<file path="config.mk">
export PLATFORM = sky130hd
export DESIGN_NAME = cilt_decoder
export DESIGN_NICKNAME = d
export VERILOG_FILES = /design/src/pkg/cilt_pkg.sv /design/src/core/cilt_decoder.sv
export VERILOG_INCLUDE_DIRS = /design/src /design/src/pkg
export SDC_FILE = /design/constraint.sdc
export NUM_CORES = 1
export LEC_CHECK = 0
export ABC_CLOCK_PERIOD_IN_PS = 7650
export BUFFER_PORTS_ARGS = -buffer_cell sky130_fd_sc_hd__buf_2
export CAP_MARGIN = 0
export CORE_MARGIN = 2
export CORE_UTILIZATION = 57
export CTS_BUF_LIST = sky130_fd_sc_hd__clkbuf_4 sky130_fd_sc_hd__clkbuf_8
export CTS_CLUSTER_SIZE = 28
export DETAILED_ROUTE_END_ITERATION = 16
export PLACE_DENSITY = 0.83
export SLEW_MARGIN = 20
export SYNTH_ARGS = -nofsm -noshare
export SYNTH_HDL_FRONTEND = slang
export SYNTH_SLANG_ARGS = --single-unit
</file>
<file path="constraint.sdc">
create_clock -name i_mclk -period 7.65 [get_ports i_mclk]
set_input_delay 1.1475 -clock i_mclk [delete_from_list [all_inputs] [get_ports i_mclk]]
set_output_delay 1.1475 -clock i_mclk [all_outputs]
set_load 0.02 [all_outputs]
</file>
<file path="src/pkg/cilt_regs.svh">
`ifndef CILT_REGS_SVH
`define CILT_REGS_SVH

// Status word bank select bit positions
`define CILT_BANK_LO_BIT       3
`define CILT_BANK_HI_BIT       4
// Direct address split: at or above this is special function space
`define CILT_SFR_BASE          8'h80
// Page mask for short absolute targets (11 bits)
`define CILT_PAGE_BITS         11
// Undefined opcode treated as no-operation
`define CILT_OP_UNDEF          8'ha5
`define CILT_OP_NOP            8'h00
// Extra cycles charged on a branch target cache miss
`define CILT_MISS_PENALTY      3'h2
// Clock period in ns (25 MHz)
`define CILT_CLK_NS            40

`endif

</file>
<file path="src/pkg/cilt_pkg.sv">
package cilt_pkg;
    typedef enum logic [1:0] {
        CILT_IDLE = 2'b00,
        CILT_EXEC = 2'b01,
        CILT_DONE = 2'b11
    } cilt_state_t;

    typedef enum logic [2:0] {
        CILT_BR_NONE = 3'h0,
        CILT_BR_COND = 3'h1,
        CILT_BR_ABS  = 3'h2,
        CILT_BR_LONG = 3'h3,
        CILT_BR_REL  = 3'h4,
        CILT_BR_RET  = 3'h5,
        CILT_BR_IND  = 3'h6
    } cilt_br_t;

    typedef struct packed {
        cilt_state_t state;
        logic [2:0]  len;
        logic [2:0]  cyc;
        logic [2:0]  cnt;
        logic        busy;
        logic        done;
        logic        is_branch;
        logic        clr_bit;
        logic        sfr_sel;
        logic [7:0]  ram_addr;
        logic [15:0] target;
        logic [15:0] next_pc;
    } cilt_st_t;
endpackage

</file>
<file path="src/core/cilt_decoder.sv">
`timescale 1ns/1ps
`default_nettype none
`include "cilt_regs.svh"

// What this block does
// - Logic op of accumulator with banked register: one byte, one cycle.
// - Accumulator op from pointer-indirect RAM: one byte, two cycles.
// - Logic op immediate into direct byte: three bytes, three cycles.
// - Accumulator rotates, plain or through carry: one byte, one cycle.
// - Direct to direct byte copy: three bytes, three cycles.
// - Data pointer immediate load: three bytes, three cycles.
// - Code byte move at accumulator plus pointer or counter: one byte, three.
// - External data moves, 8-bit or 16-bit address: one byte, three cycles.
// - Low nibble exchange: one byte, two cycles, upper nibble kept.
// - Carry conditional jumps: two bytes, two cycles untaken, three taken.
// - Bit jumps: three bytes, three or four; test-clear clears set bit.
// - Compare-jump on indirect RAM with immediate: three bytes, four or five.
// - Decrement-jump-nonzero on register: two bytes, two or three cycles.
// - Short absolute call three cycles; long call four cycles.
// - Subroutine and interrupt returns: one byte, five cycles.
// - Taken branches add a penalty when target misses branch target cache.
// - Relative offsets are signed 8-bit, added to next instruction address.
// - Direct address below 0x80 is RAM, at or above is special register.
// - Page target replaces low 11 bits of next instruction address.
// - Full target reaches anywhere in 64K program space.
// - Undefined opcode takes the length, cycle count and branch kind of no-operation.
// - Pointer-indirect uses register 0 or 1 of active bank.
// - Two status word bits select one of four register banks.
// - Conditional branches finish one cycle sooner when not taken.
module cilt_decoder
    import cilt_pkg::*;
(
    // Clock and reset
    input  wire logic        i_mclk,
    input  wire logic        i_rst_n,
    // Instruction issue
    input  wire logic        i_issue,
    input  wire logic [7:0]  i_opcode,
    input  wire logic [7:0]  i_op1,
    input  wire logic [7:0]  i_op2,
    input  wire logic [15:0] i_pc,
    input  wire logic        i_cond_true,
    input  wire logic        i_cache_hit,
    input  wire logic [7:0]  i_psw,
    // Decode results
    output logic [2:0]       o_len,
    output logic [2:0]       o_cycles,
    output logic             o_busy,
    output logic             o_done,
    output logic             o_branch,
    output logic             o_clr_bit,
    output logic             o_sfr_sel,
    output logic [7:0]       o_ram_addr,
    output logic [15:0]      o_target,
    output logic [15:0]      o_next_pc
);

    // Base length and cycle count; bit 6 flags conditional, [5:3] cycles, [2:0] bytes
    function automatic logic [7:0] op_info(input logic [7:0] op);
        logic [3:0] lo;
        logic [3:0] hi;
        logic [2:0] b;
        logic [2:0] c;
        logic       cnd;
        lo  = op[3:0];
        hi  = op[7:4];
        b   = 3'h1;
        c   = 3'h1;
        cnd = 1'b0;
        if (op == `CILT_OP_UNDEF) begin
            b = 3'h1;
            c = 3'h1;
        end else if (lo[3]) begin
            // Banked register forms
            case (hi)
                4'h7, 4'ha, 4'h8: begin b = 3'h2; c = 3'h2; end
                4'hb:             begin b = 3'h3; c = 3'h3; cnd = 1'b1; end
                4'hd:             begin b = 3'h2; c = 3'h2; cnd = 1'b1; end
                default:          begin b = 3'h1; c = 3'h1; end
            endcase
        end else if (lo == 4'h6 || lo == 4'h7) begin
            // Pointer-indirect forms
            case (hi)
                4'h7, 4'ha, 4'h8: begin b = 3'h2; c = 3'h2; end
                4'hb:    begin b = 3'h3; c = 3'h4; cnd = 1'b1; end
                4'hd:    begin b = 3'h1; c = 3'h2; end
                4'hf:    begin b = 3'h1; c = 3'h2; end
                default: begin b = 3'h1; c = 3'h2; end
            endcase
        end else if (lo == 4'h1) begin
            b = 3'h2;
            c = hi[0] ? 3'h3 : 3'h3;
        end else begin
            case (op)
                8'h00, 8'h03, 8'h13, 8'h23, 8'h33, 8'h04, 8'h14, 8'hc4, 8'hd4,
                8'he4, 8'hf4, 8'hc3, 8'hd3, 8'hb3, 8'ha3: begin
                    b = 3'h1; c = 3'h1;
                end
                8'h02, 8'h12: begin b = 3'h3; c = 3'h4; end
                8'h22, 8'h32: begin b = 3'h1; c = 3'h5; end
                8'h80, 8'h73: begin b = op[7] ? 3'h2 : 3'h1; c = 3'h3; end
                8'h40, 8'h50, 8'h60, 8'h70: begin
                    b = 3'h2; c = 3'h2; cnd = 1'b1;
                end
                8'h10, 8'h20, 8'h30: begin
                    b = 3'h3; c = 3'h3; cnd = 1'b1;
                end
                8'hb4, 8'hb5, 8'hd5: begin b = 3'h3; c = 3'h3; cnd = 1'b1; end
                8'h43, 8'h53, 8'h63, 8'h85, 8'h75: begin
                    b = 3'h3; c = 3'h3;
                end
                8'h90: begin b = 3'h3; c = 3'h3; end
                8'h83, 8'h93, 8'he0, 8'hf0, 8'he2, 8'he3, 8'hf2, 8'hf3: begin
                    b = 3'h1; c = 3'h3;
                end
                8'ha4: begin b = 3'h1; c = 3'h4; end
                8'h84: begin b = 3'h1; c = 3'h7; end // Longest count the field holds
                8'ha2, 8'h92, 8'h72, 8'h82, 8'ha0, 8'hb0, 8'hb2, 8'hc2, 8'hd2,
                8'h42, 8'h52, 8'h62, 8'h74, 8'h24, 8'h34, 8'h44, 8'h54, 8'h64,
                8'h94, 8'h05, 8'h15, 8'h25, 8'h35, 8'h45, 8'h55, 8'h65, 8'h95,
                8'hc5, 8'he5, 8'hf5, 8'hc0, 8'hd0: begin
                    b = 3'h2; c = 3'h2;
                end
                default: begin b = 3'h1; c = 3'h1; end
            endcase
        end
        op_info = {1'b0, cnd, c, b};
    endfunction

    // Branch kind of an opcode
    function automatic cilt_br_t br_kind(input logic [7:0] op);
        logic [7:0] inf;
        inf = op_info(op);
        if (op[4:0] == 5'h01 || op[4:0] == 5'h11)
            br_kind = CILT_BR_ABS;
        else if (op == 8'h02 || op == 8'h12)
            br_kind = CILT_BR_LONG;
        else if (op == 8'h22 || op == 8'h32)
            br_kind = CILT_BR_RET;
        else if (op == 8'h73)
            br_kind = CILT_BR_IND;
        else if (op == 8'h80)
            br_kind = CILT_BR_REL;
        else if (inf[6])
            br_kind = CILT_BR_COND;
        else
            br_kind = CILT_BR_NONE;
    endfunction

    cilt_st_t    st_reg;
    cilt_st_t    st_next;
    logic [7:0]  info;
    cilt_br_t    kind;
    logic [15:0] seq_pc;
    logic [7:0]  rel_off;
    logic [2:0]  base_cyc;
    logic [1:0]  bank;
    logic        taken;

    always_comb begin
        st_next  = st_reg;
        info     = op_info(i_opcode);
        kind     = br_kind(i_opcode);
        seq_pc   = i_pc + {13'h0, info[2:0]};
        base_cyc = info[5:3];
        bank     = {i_psw[`CILT_BANK_HI_BIT], i_psw[`CILT_BANK_LO_BIT]};
        rel_off  = (kind == CILT_BR_COND && info[2:0] == 3'h3) ? i_op2 : i_op1;
        taken    = (kind != CILT_BR_NONE && kind != CILT_BR_COND) || i_cond_true;
        st_next.done = 1'b0;
        case (st_reg.state)
            CILT_IDLE, CILT_DONE: begin
                st_next.state = CILT_IDLE;
                st_next.busy  = 1'b0;
                if (i_issue) begin
                    st_next.len       = info[2:0];
                    st_next.is_branch = taken && kind != CILT_BR_NONE;
                    st_next.cyc       = base_cyc;
                    if (kind == CILT_BR_COND && i_cond_true)
                        st_next.cyc = base_cyc + 3'h1;
                    if (taken && kind != CILT_BR_NONE && !i_cache_hit)
                        st_next.cyc = st_next.cyc + `CILT_MISS_PENALTY;
                    st_next.clr_bit = (i_opcode == 8'h10) && i_cond_true;
                    st_next.sfr_sel = i_op1 >= `CILT_SFR_BASE;
                    // Register address inside active bank; indirect picks R0 or R1
                    st_next.ram_addr = {3'h0, bank,
                        (i_opcode[3:1] == 3'h3 && !i_opcode[3]) ?
                        {2'h0, i_opcode[0]} : i_opcode[2:0]};
                    st_next.next_pc = seq_pc;
                    case (kind)
                        CILT_BR_ABS:
                            st_next.target = {seq_pc[15:`CILT_PAGE_BITS],
                                              i_opcode[7:5], i_op1};
                        CILT_BR_LONG:
                            st_next.target = {i_op1, i_op2};
                        CILT_BR_REL, CILT_BR_COND:
                            st_next.target = seq_pc + {{8{rel_off[7]}}, rel_off};
                        default:
                            st_next.target = seq_pc;
                    endcase
                    st_next.cnt   = 3'h1;
                    st_next.busy  = 1'b1;
                    st_next.state = CILT_EXEC;
                    if (st_next.cyc == 3'h1) begin
                        st_next.busy  = 1'b0;
                        st_next.done  = 1'b1;
                        st_next.state = CILT_DONE;
                    end
                end
            end
            CILT_EXEC: begin
                st_next.cnt = st_reg.cnt + 3'h1;
                if (st_next.cnt == st_reg.cyc) begin
                    st_next.busy  = 1'b0;
                    st_next.done  = 1'b1;
                    st_next.state = CILT_DONE;
                end
            end
            default: st_next.state = CILT_IDLE;
        endcase
    end

    always_ff @(posedge i_mclk) begin
        if (!i_rst_n)
            st_reg <= '0;
        else
            st_reg <= st_next;
    end

    assign o_len      = st_reg.len;
    assign o_cycles   = st_reg.cyc;
    assign o_busy     = st_reg.busy;
    assign o_done     = st_reg.done;
    assign o_branch   = st_reg.is_branch;
    assign o_clr_bit  = st_reg.clr_bit;
    assign o_sfr_sel  = st_reg.sfr_sel;
    assign o_ram_addr = st_reg.ram_addr;
    assign o_target   = st_reg.target;
    assign o_next_pc  = st_reg.next_pc;

    logic idle_iss;
    assign idle_iss = i_issue && !st_reg.busy;

    rot_one_a: assert property (@(posedge i_mclk) disable iff (!i_rst_n)
        idle_iss && i_opcode == 8'h23 |=> o_len == 3'h1 && o_done)
        else $error("rotate not one byte one cycle");
    nop_alias_a: assert property (@(posedge i_mclk) disable iff (!i_rst_n)
        idle_iss && i_opcode == 8'ha5 |=> o_len == 3'h1 && o_cycles == 3'h1)
        else $error("undefined opcode not like nop");
    ret_five_a: assert property (@(posedge i_mclk) disable iff (!i_rst_n)
        idle_iss && i_opcode == 8'h22 && i_cache_hit |=> o_busy [*4] ##1 o_done)
        else $error("return not five cycles");
    xdata_three_a: assert property (@(posedge i_mclk) disable iff (!i_rst_n)
        idle_iss && i_opcode == 8'he0 |=> o_cycles == 3'h3 && o_len == 3'h1)
        else $error("external move timing wrong");
    compare_jump_unequal_ind_a: assert property (@(posedge i_mclk) disable iff (!i_rst_n)
        idle_iss && i_opcode == 8'hb6 && !i_cond_true |=> o_cycles == 3'h4)
        else $error("compare jump untaken not four");
    cond_taken_a: assert property (@(posedge i_mclk) disable iff (!i_rst_n)
        idle_iss && i_opcode == 8'h40 && i_cond_true && i_cache_hit
        |=> o_cycles == 3'h3 && o_branch)
        else $error("taken carry jump not three");
    page_target_a: assert property (@(posedge i_mclk) disable iff (!i_rst_n)
        idle_iss && i_opcode == 8'h11 |=> o_target[15:11] == o_next_pc[15:11])
        else $error("page target left page");
    miss_pen_a: assert property (@(posedge i_mclk) disable iff (!i_rst_n)
        idle_iss && i_opcode == 8'h02 && !i_cache_hit |=> o_cycles == 3'h6)
        else $error("miss penalty missing");
    bank_sel_a: assert property (@(posedge i_mclk) disable iff (!i_rst_n)
        idle_iss && i_opcode == 8'h28 |=> o_ram_addr[4:3] == $past(i_psw[4:3]))
        else $error("bank select wrong");

    // Length and base timing per instruction class
    reg_logic_a: assert property (@(posedge i_mclk) disable iff (!i_rst_n)
        idle_iss && i_opcode == 8'h5d |=> o_len == 3'h1 && o_cycles == 3'h1 && o_done)
        else $error("register logic op not one byte one cycle");
    ind_acc_a: assert property (@(posedge i_mclk) disable iff (!i_rst_n)
        idle_iss && i_opcode == 8'h57 |=> o_len == 3'h1 && o_cycles == 3'h2 && o_busy)
        else $error("indirect accumulator op not one byte two cycles");
    imm_direct_a: assert property (@(posedge i_mclk) disable iff (!i_rst_n)
        idle_iss && i_opcode == 8'h43 |=> o_len == 3'h3 && o_cycles == 3'h3)
        else $error("immediate to direct op not three and three");
    dir_copy_a: assert property (@(posedge i_mclk) disable iff (!i_rst_n)
        idle_iss && i_opcode == 8'h85 |=> o_len == 3'h3 && o_cycles == 3'h3)
        else $error("direct copy not three and three");
    ptr_load_a: assert property (@(posedge i_mclk) disable iff (!i_rst_n)
        idle_iss && i_opcode == 8'h90 |=> o_len == 3'h3 && o_cycles == 3'h3)
        else $error("data pointer load not three and three");
    code_move_a: assert property (@(posedge i_mclk) disable iff (!i_rst_n)
        idle_iss && (i_opcode == 8'h83 || i_opcode == 8'h93)
        |=> o_len == 3'h1 && o_cycles == 3'h3)
        else $error("code byte move not one byte three cycles");
    nibble_xchg_a: assert property (@(posedge i_mclk) disable iff (!i_rst_n)
        idle_iss && i_opcode[7:1] == 7'h6b |=> o_len == 3'h1 && o_cycles == 3'h2)
        else $error("low nibble exchange not one byte two cycles");
    carry_fall_a: assert property (@(posedge i_mclk) disable iff (!i_rst_n)
        idle_iss && i_opcode == 8'h40 && !i_cond_true
        |=> o_len == 3'h2 && o_cycles == 3'h2 && !o_branch)
        else $error("untaken carry jump not two and two");
    bit_fall_a: assert property (@(posedge i_mclk) disable iff (!i_rst_n)
        idle_iss && i_opcode == 8'h10 && !i_cond_true
        |=> o_len == 3'h3 && o_cycles == 3'h3 && !o_clr_bit)
        else $error("untaken bit jump not three and three");
    bit_clear_a: assert property (@(posedge i_mclk) disable iff (!i_rst_n)
        idle_iss && i_opcode == 8'h10 && i_cond_true |=> o_clr_bit)
        else $error("test and clear did not clear bit");
    decrement_jump_nonzero_taken_a: assert property (@(posedge i_mclk) disable iff (!i_rst_n)
        idle_iss && i_opcode == 8'hd8 && i_cond_true && i_cache_hit
        |=> o_len == 3'h2 && o_cycles == 3'h3 && o_branch)
        else $error("taken register decrement jump not three");
    short_call_a: assert property (@(posedge i_mclk) disable iff (!i_rst_n)
        idle_iss && i_opcode == 8'h11 && i_cache_hit |=> o_len == 3'h2 && o_cycles == 3'h3)
        else $error("short call not three cycles");
    long_call_a: assert property (@(posedge i_mclk) disable iff (!i_rst_n)
        idle_iss && i_opcode == 8'h12 && i_cache_hit |=> o_len == 3'h3 && o_cycles == 3'h4)
        else $error("long call not four cycles");
    compare_jump_unequal_taken_a: assert property (@(posedge i_mclk) disable iff (!i_rst_n)
        idle_iss && i_opcode == 8'hb6 && i_cond_true && i_cache_hit |=> o_cycles == 3'h5)
        else $error("taken indirect compare jump not five");
    size_known_a: assert property (@(posedge i_mclk) disable iff (!i_rst_n)
        idle_iss |=> o_len != 3'h0 && o_cycles != 3'h0)
        else $error("opcode without length or cycle count");
    busy_ignore_a: assert property (@(posedge i_mclk) disable iff (!i_rst_n)
        i_issue && o_busy |=> $stable(o_len) && $stable(o_cycles) && $stable(o_target))
        else $error("request taken while busy");

    // Operand forms and targets
    rel_target_a: assert property (@(posedge i_mclk) disable iff (!i_rst_n)
        idle_iss && i_opcode == 8'h80
        |=> o_target == $past(i_pc) + 16'h0002 + {{8{$past(i_op1[7])}}, $past(i_op1)})
        else $error("relative target not from next instruction");
    sfr_split_a: assert property (@(posedge i_mclk) disable iff (!i_rst_n)
        idle_iss |=> o_sfr_sel == $past(i_op1[7]))
        else $error("direct address space split wrong");
    long_target_a: assert property (@(posedge i_mclk) disable iff (!i_rst_n)
        idle_iss && i_opcode == 8'h02 |=> o_target == {$past(i_op1), $past(i_op2)})
        else $error("full target not taken whole");
    ind_reg_a: assert property (@(posedge i_mclk) disable iff (!i_rst_n)
        idle_iss && i_opcode[3:1] == 3'h3 |=> o_ram_addr[2:0] == {2'h0, $past(i_opcode[0])})
        else $error("indirect pointer not first or second register");

    c_cond_c: cover property (@(posedge i_mclk) idle_iss && i_opcode == 8'h40 && i_cond_true);
    c_ret_c: cover property (@(posedge i_mclk) idle_iss && i_opcode == 8'h32);
    c_miss_c: cover property (@(posedge i_mclk) idle_iss && !i_cache_hit && i_opcode == 8'h80);
    c_decrement_jump_nonzero_c: cover property (@(posedge i_mclk) idle_iss && i_opcode == 8'hd8 && i_cond_true);
    c_refuse_c: cover property (@(posedge i_mclk) i_issue && o_busy);

endmodule // cilt_decoder
`default_nettype wire

</file>
# --- Word-level counts from Yosys, hierarchy flattened ---
# Cells that the tools add are included.
totals:
  regBits: 53
  latchBits: 0
  ramBits: 0
  romBits: 0
  input_bits: 53
  out_inout_bits: 51
  wordCells: 181
  mem_count: 0
op_classes:
  n_addsub: 5
  n_mul: 0
  div_mod_pow: 0
  order_cmp: 1
  eq_ne: 88
  n_shift: 0
  mux: 43
  bitwise_logic: 0
  n_reduce_logical: 32
op_table:
  columns: ["cell", "n"]
  rows:
  - ["8-bit equality test (second input constant)", 32]
  - ["8-bit by 7-bit equality test with 1-bit output (second input constant)", 20]
  - ["8-bit by 6-bit equality test with 1-bit output (second input constant)", 8]
  - ["3-bit two-way mux", 20]
  - ["56-bit two-way mux", 1]
  - ["16-bit case mux with 3 select lines", 1]
  - ["36-bit OR reduction", 1]
  - ["8-bit by 5-bit equality test with 1-bit output (second input constant)", 3]
  - ["22-bit OR reduction", 1]
  - ["16-bit adder", 1]
  - ["16-bit by 3-bit adder with 16-bit output", 1]
  - ["4-bit equality test (second input constant)", 4]
  - ["3-bit case mux with 5 select lines", 1]
  - ["14-bit OR reduction", 1]
  - ["3-bit by 2-bit equality test with 1-bit output (second input constant)", 4]
  - ["4-bit by 3-bit equality test with 1-bit output (second input constant)", 3]
  - ["2-bit two-way mux", 6]
  - ["2-bit case mux with 2 select lines", 3]
  - ["5-bit case mux with 2 select lines", 1]
  - ["10-bit OR reduction", 1]
  - ["2-bit OR reduction", 5]
  - ["8-bit by 2-bit equality test with 1-bit output (second input constant)", 1]
  - ["8-bit by 3-bit equality test with 1-bit output (second input constant)", 1]
  - ["8-bit >= comparator (second input constant)", 1]
  - ["other kinds (24)", 48]

# --- Depth between registers and ports, before layout ---
logic_depth:
  ltp_word: 26
  depth_mapped: 25

# --- Least setup slack after synthesis ---
# Ideal clock, no wire load.
synth_path:
  kind: "in2reg"
  startpoint: "input port i_opcode[5]"
  endpoint: "register st_reg, in the netlist o_target[13]"
  arrival_ps: 5576
  required_time_ps: 7533
  path_slack_ps: 1957
  path_stages: 24
  n_path_buf: 2
  path_cell_list: "buf_2 > buf_1 > nand2_1 > or3_1 > a21oi_1 > nor4_1 > a22oi_1 > nor2_1 > nor2_1 > inv_1 > fa_1 > nand2b_1 > or2_2 > xnor2_1 > ha_1 > o21ai_0 > a21o_1 > nand4b_1 > o41ai_4 > nor4b_2 > a21oi_1 > o21ai_1 > mux2i_1 > nand2_1"
synth_rtl:
  columns: ["element", "line_no", "text"]
  rows:
  - ["from (decl)", "cilt_decoder.sv:38", "input wire logic [7:0] i_opcode,"]
  - ["8-bit equality test (tied with other cells)", "cilt_decoder.sv:94", "case (op)"]
  - ["36-bit OR reduction (no line) (tied with other cells)", null, null]
  - ["2-bit case mux with 3 select lines", "cilt_decoder.sv:94", null]
  - ["2-bit two-way mux", "cilt_decoder.sv:90", "end else if (lo == 4'h1) begin"]
  - ["3-bit two-way mux", "cilt_decoder.sv:81", "end else if (lo == 4'h6 || lo == 4'h7) begin"]
  - ["3-bit two-way mux", "cilt_decoder.sv:73", "end else if (lo[3]) begin"]
  - ["3-bit two-way mux (*)", "cilt_decoder.sv:70", "if (op == `CILT_OP_UNDEF) begin"]
  - ["via info[1]", "cilt_decoder.sv:152", "logic [7:0] info;"]
  - ["16-bit by 3-bit adder with 16-bit output (*)", "cilt_decoder.sv:164", "seq_pc = i_pc + {13'h0, info[2:0]};"]
  - ["via seq_pc[6]", "cilt_decoder.sv:154", "logic [15:0] seq_pc;"]
  - ["16-bit adder (*)", "cilt_decoder.sv:196", "st_next.target = seq_pc + {{8{rel_off[7]}}, rel_off};"]
  - ["16-bit case mux with 3 select lines (*)", "cilt_decoder.sv:189", "case (kind)"]
  - ["to (signal assigned)", "cilt_decoder.sv:226", "st_reg <= st_next;"]
  - ["to (decl)", "cilt_decoder.sv:150", "cilt_st_t st_reg;"]
# The timed path passes the listed nets; every way through them passes the cells marked *.
# A chain may end at the register's enable or synchronous reset.

# --- Worst setup path in the final report ---
layout_path:
  startpoint: "input port i_opcode[6]"
  endpoint: "register st_reg, in the netlist o_target[9]"
# Same word-level chain as after synthesis.

==> impl_results.rst <==
.. list-table::
   :header-rows: 1

   * - Metric
     - Value
   * - Register share of total power
     - 0.324
   * - Core area
     - just over 0.008 mm2
   * - Overall overflow remaining after global route
     - 0
   * - Library cell occupying the most area in the post-synthesis netlist
     - sky130_fd_sc_hd__dfxtp_1
   * - Number of setup buffers added after CTS
     - 0
   * - Max clock buf depth
     - 2
   * - Height of the die
     - 95.0 um
   * - Detail Route Antenna Nets
     - 0
   * - Clock sink count
     - 52
   * - Part of the total power dissipated in the clock network
     - 0.224
   * - Rows
     - 33
   * - Yosys warning count
     - 0
   * - Cell Pwr Density
     - about 210 mW/mm2
   * - Transition at the pin with the smallest max-transition slack
     - roughly 0.85 ns
   * - Period Utilization, post-route
     - 0.847
   * - Via count of the routed design
     - approximately 4,700
   * - Initial standard-cell utilization of the core
     - 0.581
   * - Number of buffers inserted during clock tree synthesis
     - 5
   * - CTS clk-pin slew, worst paths
     - ~0.10 ns
   * - Dominant cell by count in the synthesized netlist
     - sky130_fd_sc_hd__nand2_1
   * - Sw frac
     - 0.408
   * - Part of the Yosys area used for sequential elements
     - 0.220
   * - Most common library cells after synthesis
     - sky130_fd_sc_hd__nand2_1 (81), sky130_fd_sc_hd__nor2_1 (54), sky130_fd_sc_hd__dfxtp_1 (52)
   * - Most area-consuming cells after synthesis
     - sky130_fd_sc_hd__dfxtp_1 (22%), sky130_fd_sc_hd__buf_4 (7.6%), sky130_fd_sc_hd__nand2_1 (6.4%), sky130_fd_sc_hd__ha_1 (5.6%), sky130_fd_sc_hd__nor2_1 (4.3%)
   * - Final RePlAce weighted congestion
     - ~0.97
   * - FFs w/ async S/R, synth
     - 0
   * - Cell count after synthesis
     - ~630
   * - Number of antenna violations at the first check in global routing
     - 0
   * - Max cap viols
     - 0
   * - Reported net switching power
     - 0.430 mW
   * - Endpoints failing setup
     - 0
   * - Setup repair after global routing missed its margin
     - false
   * - Tot Pwr
     - 1.05 mW
   * - Min Tclk post-route
     - between 6 and 7 ns
   * - Static leakage
     - 2.24 nW
   * - Setup slack after placement
     - approximately 1.0 ns
   * - Number of synthesized flops with an enable pin
     - 0
   * - Number of global-route vias before repair
     - 4,190
   * - Critical path capture point type
     - flip-flop
   * - Flip-flop cell with the highest count after synthesis
     - sky130_fd_sc_hd__dfxtp_1
   * - Crit path kind
     - in2reg
   * - Maximum resistive drop on vdd
     - ~130 uV
   * - Required @ worst endpoint
     - between 7 and 8 ns
   * - Detail Placement HPWL
     - 9.48 mm
   * - Post-CTS Hold Buffers
     - 0
   * - Area Overhead vs Synth
     - 5.83%
   * - Total negative setup slack
     - 0 ns
   * - Final worst clock skew
     - between 0.01 and 0.015 ns
   * - Top-Level Pins
     - 104
   * - Startpoint type of the worst setup path
     - input pin
   * - Wire length of the first global-routing pass
     - 20.6 mm
   * - Number of buffers inserted by port buffering
     - 93
   * - Fin. max-slew vios
     - 0
   * - Combinational fraction of design power
     - 0.452
   * - DRC violation count after routing
     - 0
   * - Clock network latency to the later pin of the worst-skew pair
     - approximately 0.32 ns
   * - Chip width
     - 95.0 um
   * - Final worst setup slack
     - ~1.2 ns
   * - Fraction of layout cells with a size suffix above 1
     - 0.192
   * - Data arrival, critical path
     - between 6 and 7 ns
   * - Distinct cell type count of the synthesized netlist
     - 75
   * - Synth Cell Area
     - between 0.004 and 0.005 mm2
   * - Pin count of the biggest net entering global routing
     - 53
   * - Number of filler instances in the final layout
     - roughly 740
   * - Iteration count of the initial detailed-routing pass
     - 5
   * - Final-report hold violation count
     - 0
   * - Outcome
     - completed
   * - Top cell type's share of synthesized area
     - 0.220
   * - Root Buffer Master
     - sky130_fd_sc_hd__clkbuf_8
   * - Post-DR wirelength/cell
     - between 15 and 20 um
   * - Synthesized area per cell
     - 7.52 um2
   * - Internal Dissipation
     - 0.625 mW
   * - Hold Path Class
     - reg2reg
   * - H-tree levels
     - 2
   * - Clock tree from TritonCTS
     - done
   * - Aggregate routed wire length
     - approximately 13 mm
   * - Die Outline Area
     - between 0.009 and 0.01 mm2
   * - Flip-flop and latch count after synthesis
     - 52
   * - Number of nets in the layout
     - 730
   * - Max-slew headroom at the worst pin
     - 0.430
   * - Timing-limited maximum frequency
     - 154 MHz
   * - Vias per Instance
     - a little over 6
   * - Initial detailed-routing violation count
     - about 260
   * - Cells resized by post-CTS repair
     - 0
   * - Final Util
     - 0.615
   * - All-Layer GR Usage
     - 0.287
   * - Antenna Diode Count
     - 0
   * - Largest fanout on the critical path
     - 23
==> worst max-delay path, cell delays in order <==
cell and delay, ns:
sky130_fd_sc_hd__buf_2 0.24, sky130_fd_sc_hd__and2b_1 0.43, sky130_fd_sc_hd__o21ai_0 0.19, sky130_fd_sc_hd__a22o_1 0.30, sky130_fd_sc_hd__nor4_1 0.39, sky130_fd_sc_hd__a22oi_1 0.12
sky130_fd_sc_hd__nor2_1 0.11, sky130_fd_sc_hd__nor2_1 0.10, sky130_fd_sc_hd__ha_1 0.30, sky130_fd_sc_hd__a21oi_1 0.29, sky130_fd_sc_hd__nor2b_1 0.10, sky130_fd_sc_hd__xor2_1 0.30
sky130_fd_sc_hd__ha_1 0.33, sky130_fd_sc_hd__nand2_1 0.08, sky130_fd_sc_hd__o21ai_0 0.14, sky130_fd_sc_hd__o31ai_1 0.39, sky130_fd_sc_hd__a21o_1 0.29, sky130_fd_sc_hd__nand4b_1 0.18
sky130_fd_sc_hd__o41ai_4 0.10, sky130_fd_sc_hd__nor4b_2 0.53, sky130_fd_sc_hd__xnor2_1 0.11, sky130_fd_sc_hd__a221oi_1 0.42, sky130_fd_sc_hd__nor2_1 0.09
==> layout by cell type, fill, tap and decap left out, types with 6 or more instances in the layout <==
cell / instances
sky130_fd_sc_hd__nand2_1: 81
sky130_fd_sc_hd__o211a_1: 11
sky130_fd_sc_hd__nor3b_1: 10
sky130_fd_sc_hd__a31oi_1: 8
sky130_fd_sc_hd__inv_1: 20
sky130_fd_sc_hd__ha_1: 21
sky130_fd_sc_hd__dfxtp_1: 52
sky130_fd_sc_hd__nand3_1: 16
sky130_fd_sc_hd__xnor2_1: 20
sky130_fd_sc_hd__nor2_1: 54
sky130_fd_sc_hd__a221oi_1: 13
sky130_fd_sc_hd__buf_2: 93
sky130_fd_sc_hd__nor2b_1: 9
sky130_fd_sc_hd__nand4_1: 8
sky130_fd_sc_hd__a21boi_0: 13
sky130_fd_sc_hd__nor3_1: 18
sky130_fd_sc_hd__a21oi_1: 33
sky130_fd_sc_hd__nand2b_1: 10
sky130_fd_sc_hd__o21ai_0: 35
sky130_fd_sc_hd__xor2_1: 11
sky130_fd_sc_hd__and2_1: 6
==> power by group through the flow <==
stage / logic, mW / registers (mW) / clock network [mW]
global placement: 0.457 / 0.345 / 0
detailed placement: 0.470 / 0.347 / 0
finish: 0.477 / 0.342 / 0.236
global route: 0.528 / 0.346 / 0.245
floorplan: 0.394 / 0.345 / 0
CTS: 0.472 / 0.341 / 0.238
==> logic make-up after synthesis <==
logic type	count (synthesis)	share of synthesized area
and+or+nand+nor	248	0.268
AOI/OAI and AO/OA	167	0.255
buffers and inverters	101	0.123
DFF	52	0.220
xor gates and xnor gates	31	0.0575
adders and majority gates	23	0.0641
muxes	5	0.0111
other	1	0.000794
==> routing by layer <==
metal	wire length [um]	global-route usage
met5	0	0
met2	5820	0.434
met1	5850	0.410
met3	952	0.0522
met4	309	0.100
==> metrics by stage <==
step	instance area [um2]	hold slack, ns	std cells
after CTS	5000	0.474	760
after global placement	4860	0.449	752
after floorplan	4730	0.441	631
after global routing	5000	0.500	760
after detailed placement	4860	0.459	752
final	5000	0.472	760
==> path summary, 6_finish.rpt <==
kind | from | endpoint | slack, ns | cells after the start
hold reg to reg | o_next_pc[0]$_SDFFE_PN0P_ | o_next_pc[0]$_SDFFE_PN0P_ | 0.47 | 2
setup reg to reg | st_reg[54]$_SDFFE_PN0P_ | o_target[15]$_SDFFE_PN0P_ | 4.94 | 9
hold / removal | o_next_pc[0]$_SDFFE_PN0P_ | o_next_pc[0]$_SDFFE_PN0P_ | 0.47 | 2
setup / recovery | i_opcode[6] | o_target[9]$_SDFFE_PN0P_ | 1.17 | 23
==> cell type report <==
| cell class | count | area (um2) | share of cell area |
|---|---|---|---|
| Inverter | 20 | 75.1 | 0.0150 |
| Tap cell | 105 | 131 | 0.0263 |
| Sequential cell | 52 | 1040 | 0.208 |
| Clock inverter | 3 | 68.8 | 0.0138 |
| Clock buffer | 5 | 68.8 | 0.0138 |
| Multi-Input combinational cell | 478 | 3120 | 0.624 |
| Timing Repair Buffer | 97 | 495 | 0.0991 |
No activity file was read; power rests on OpenSTA's default activity.
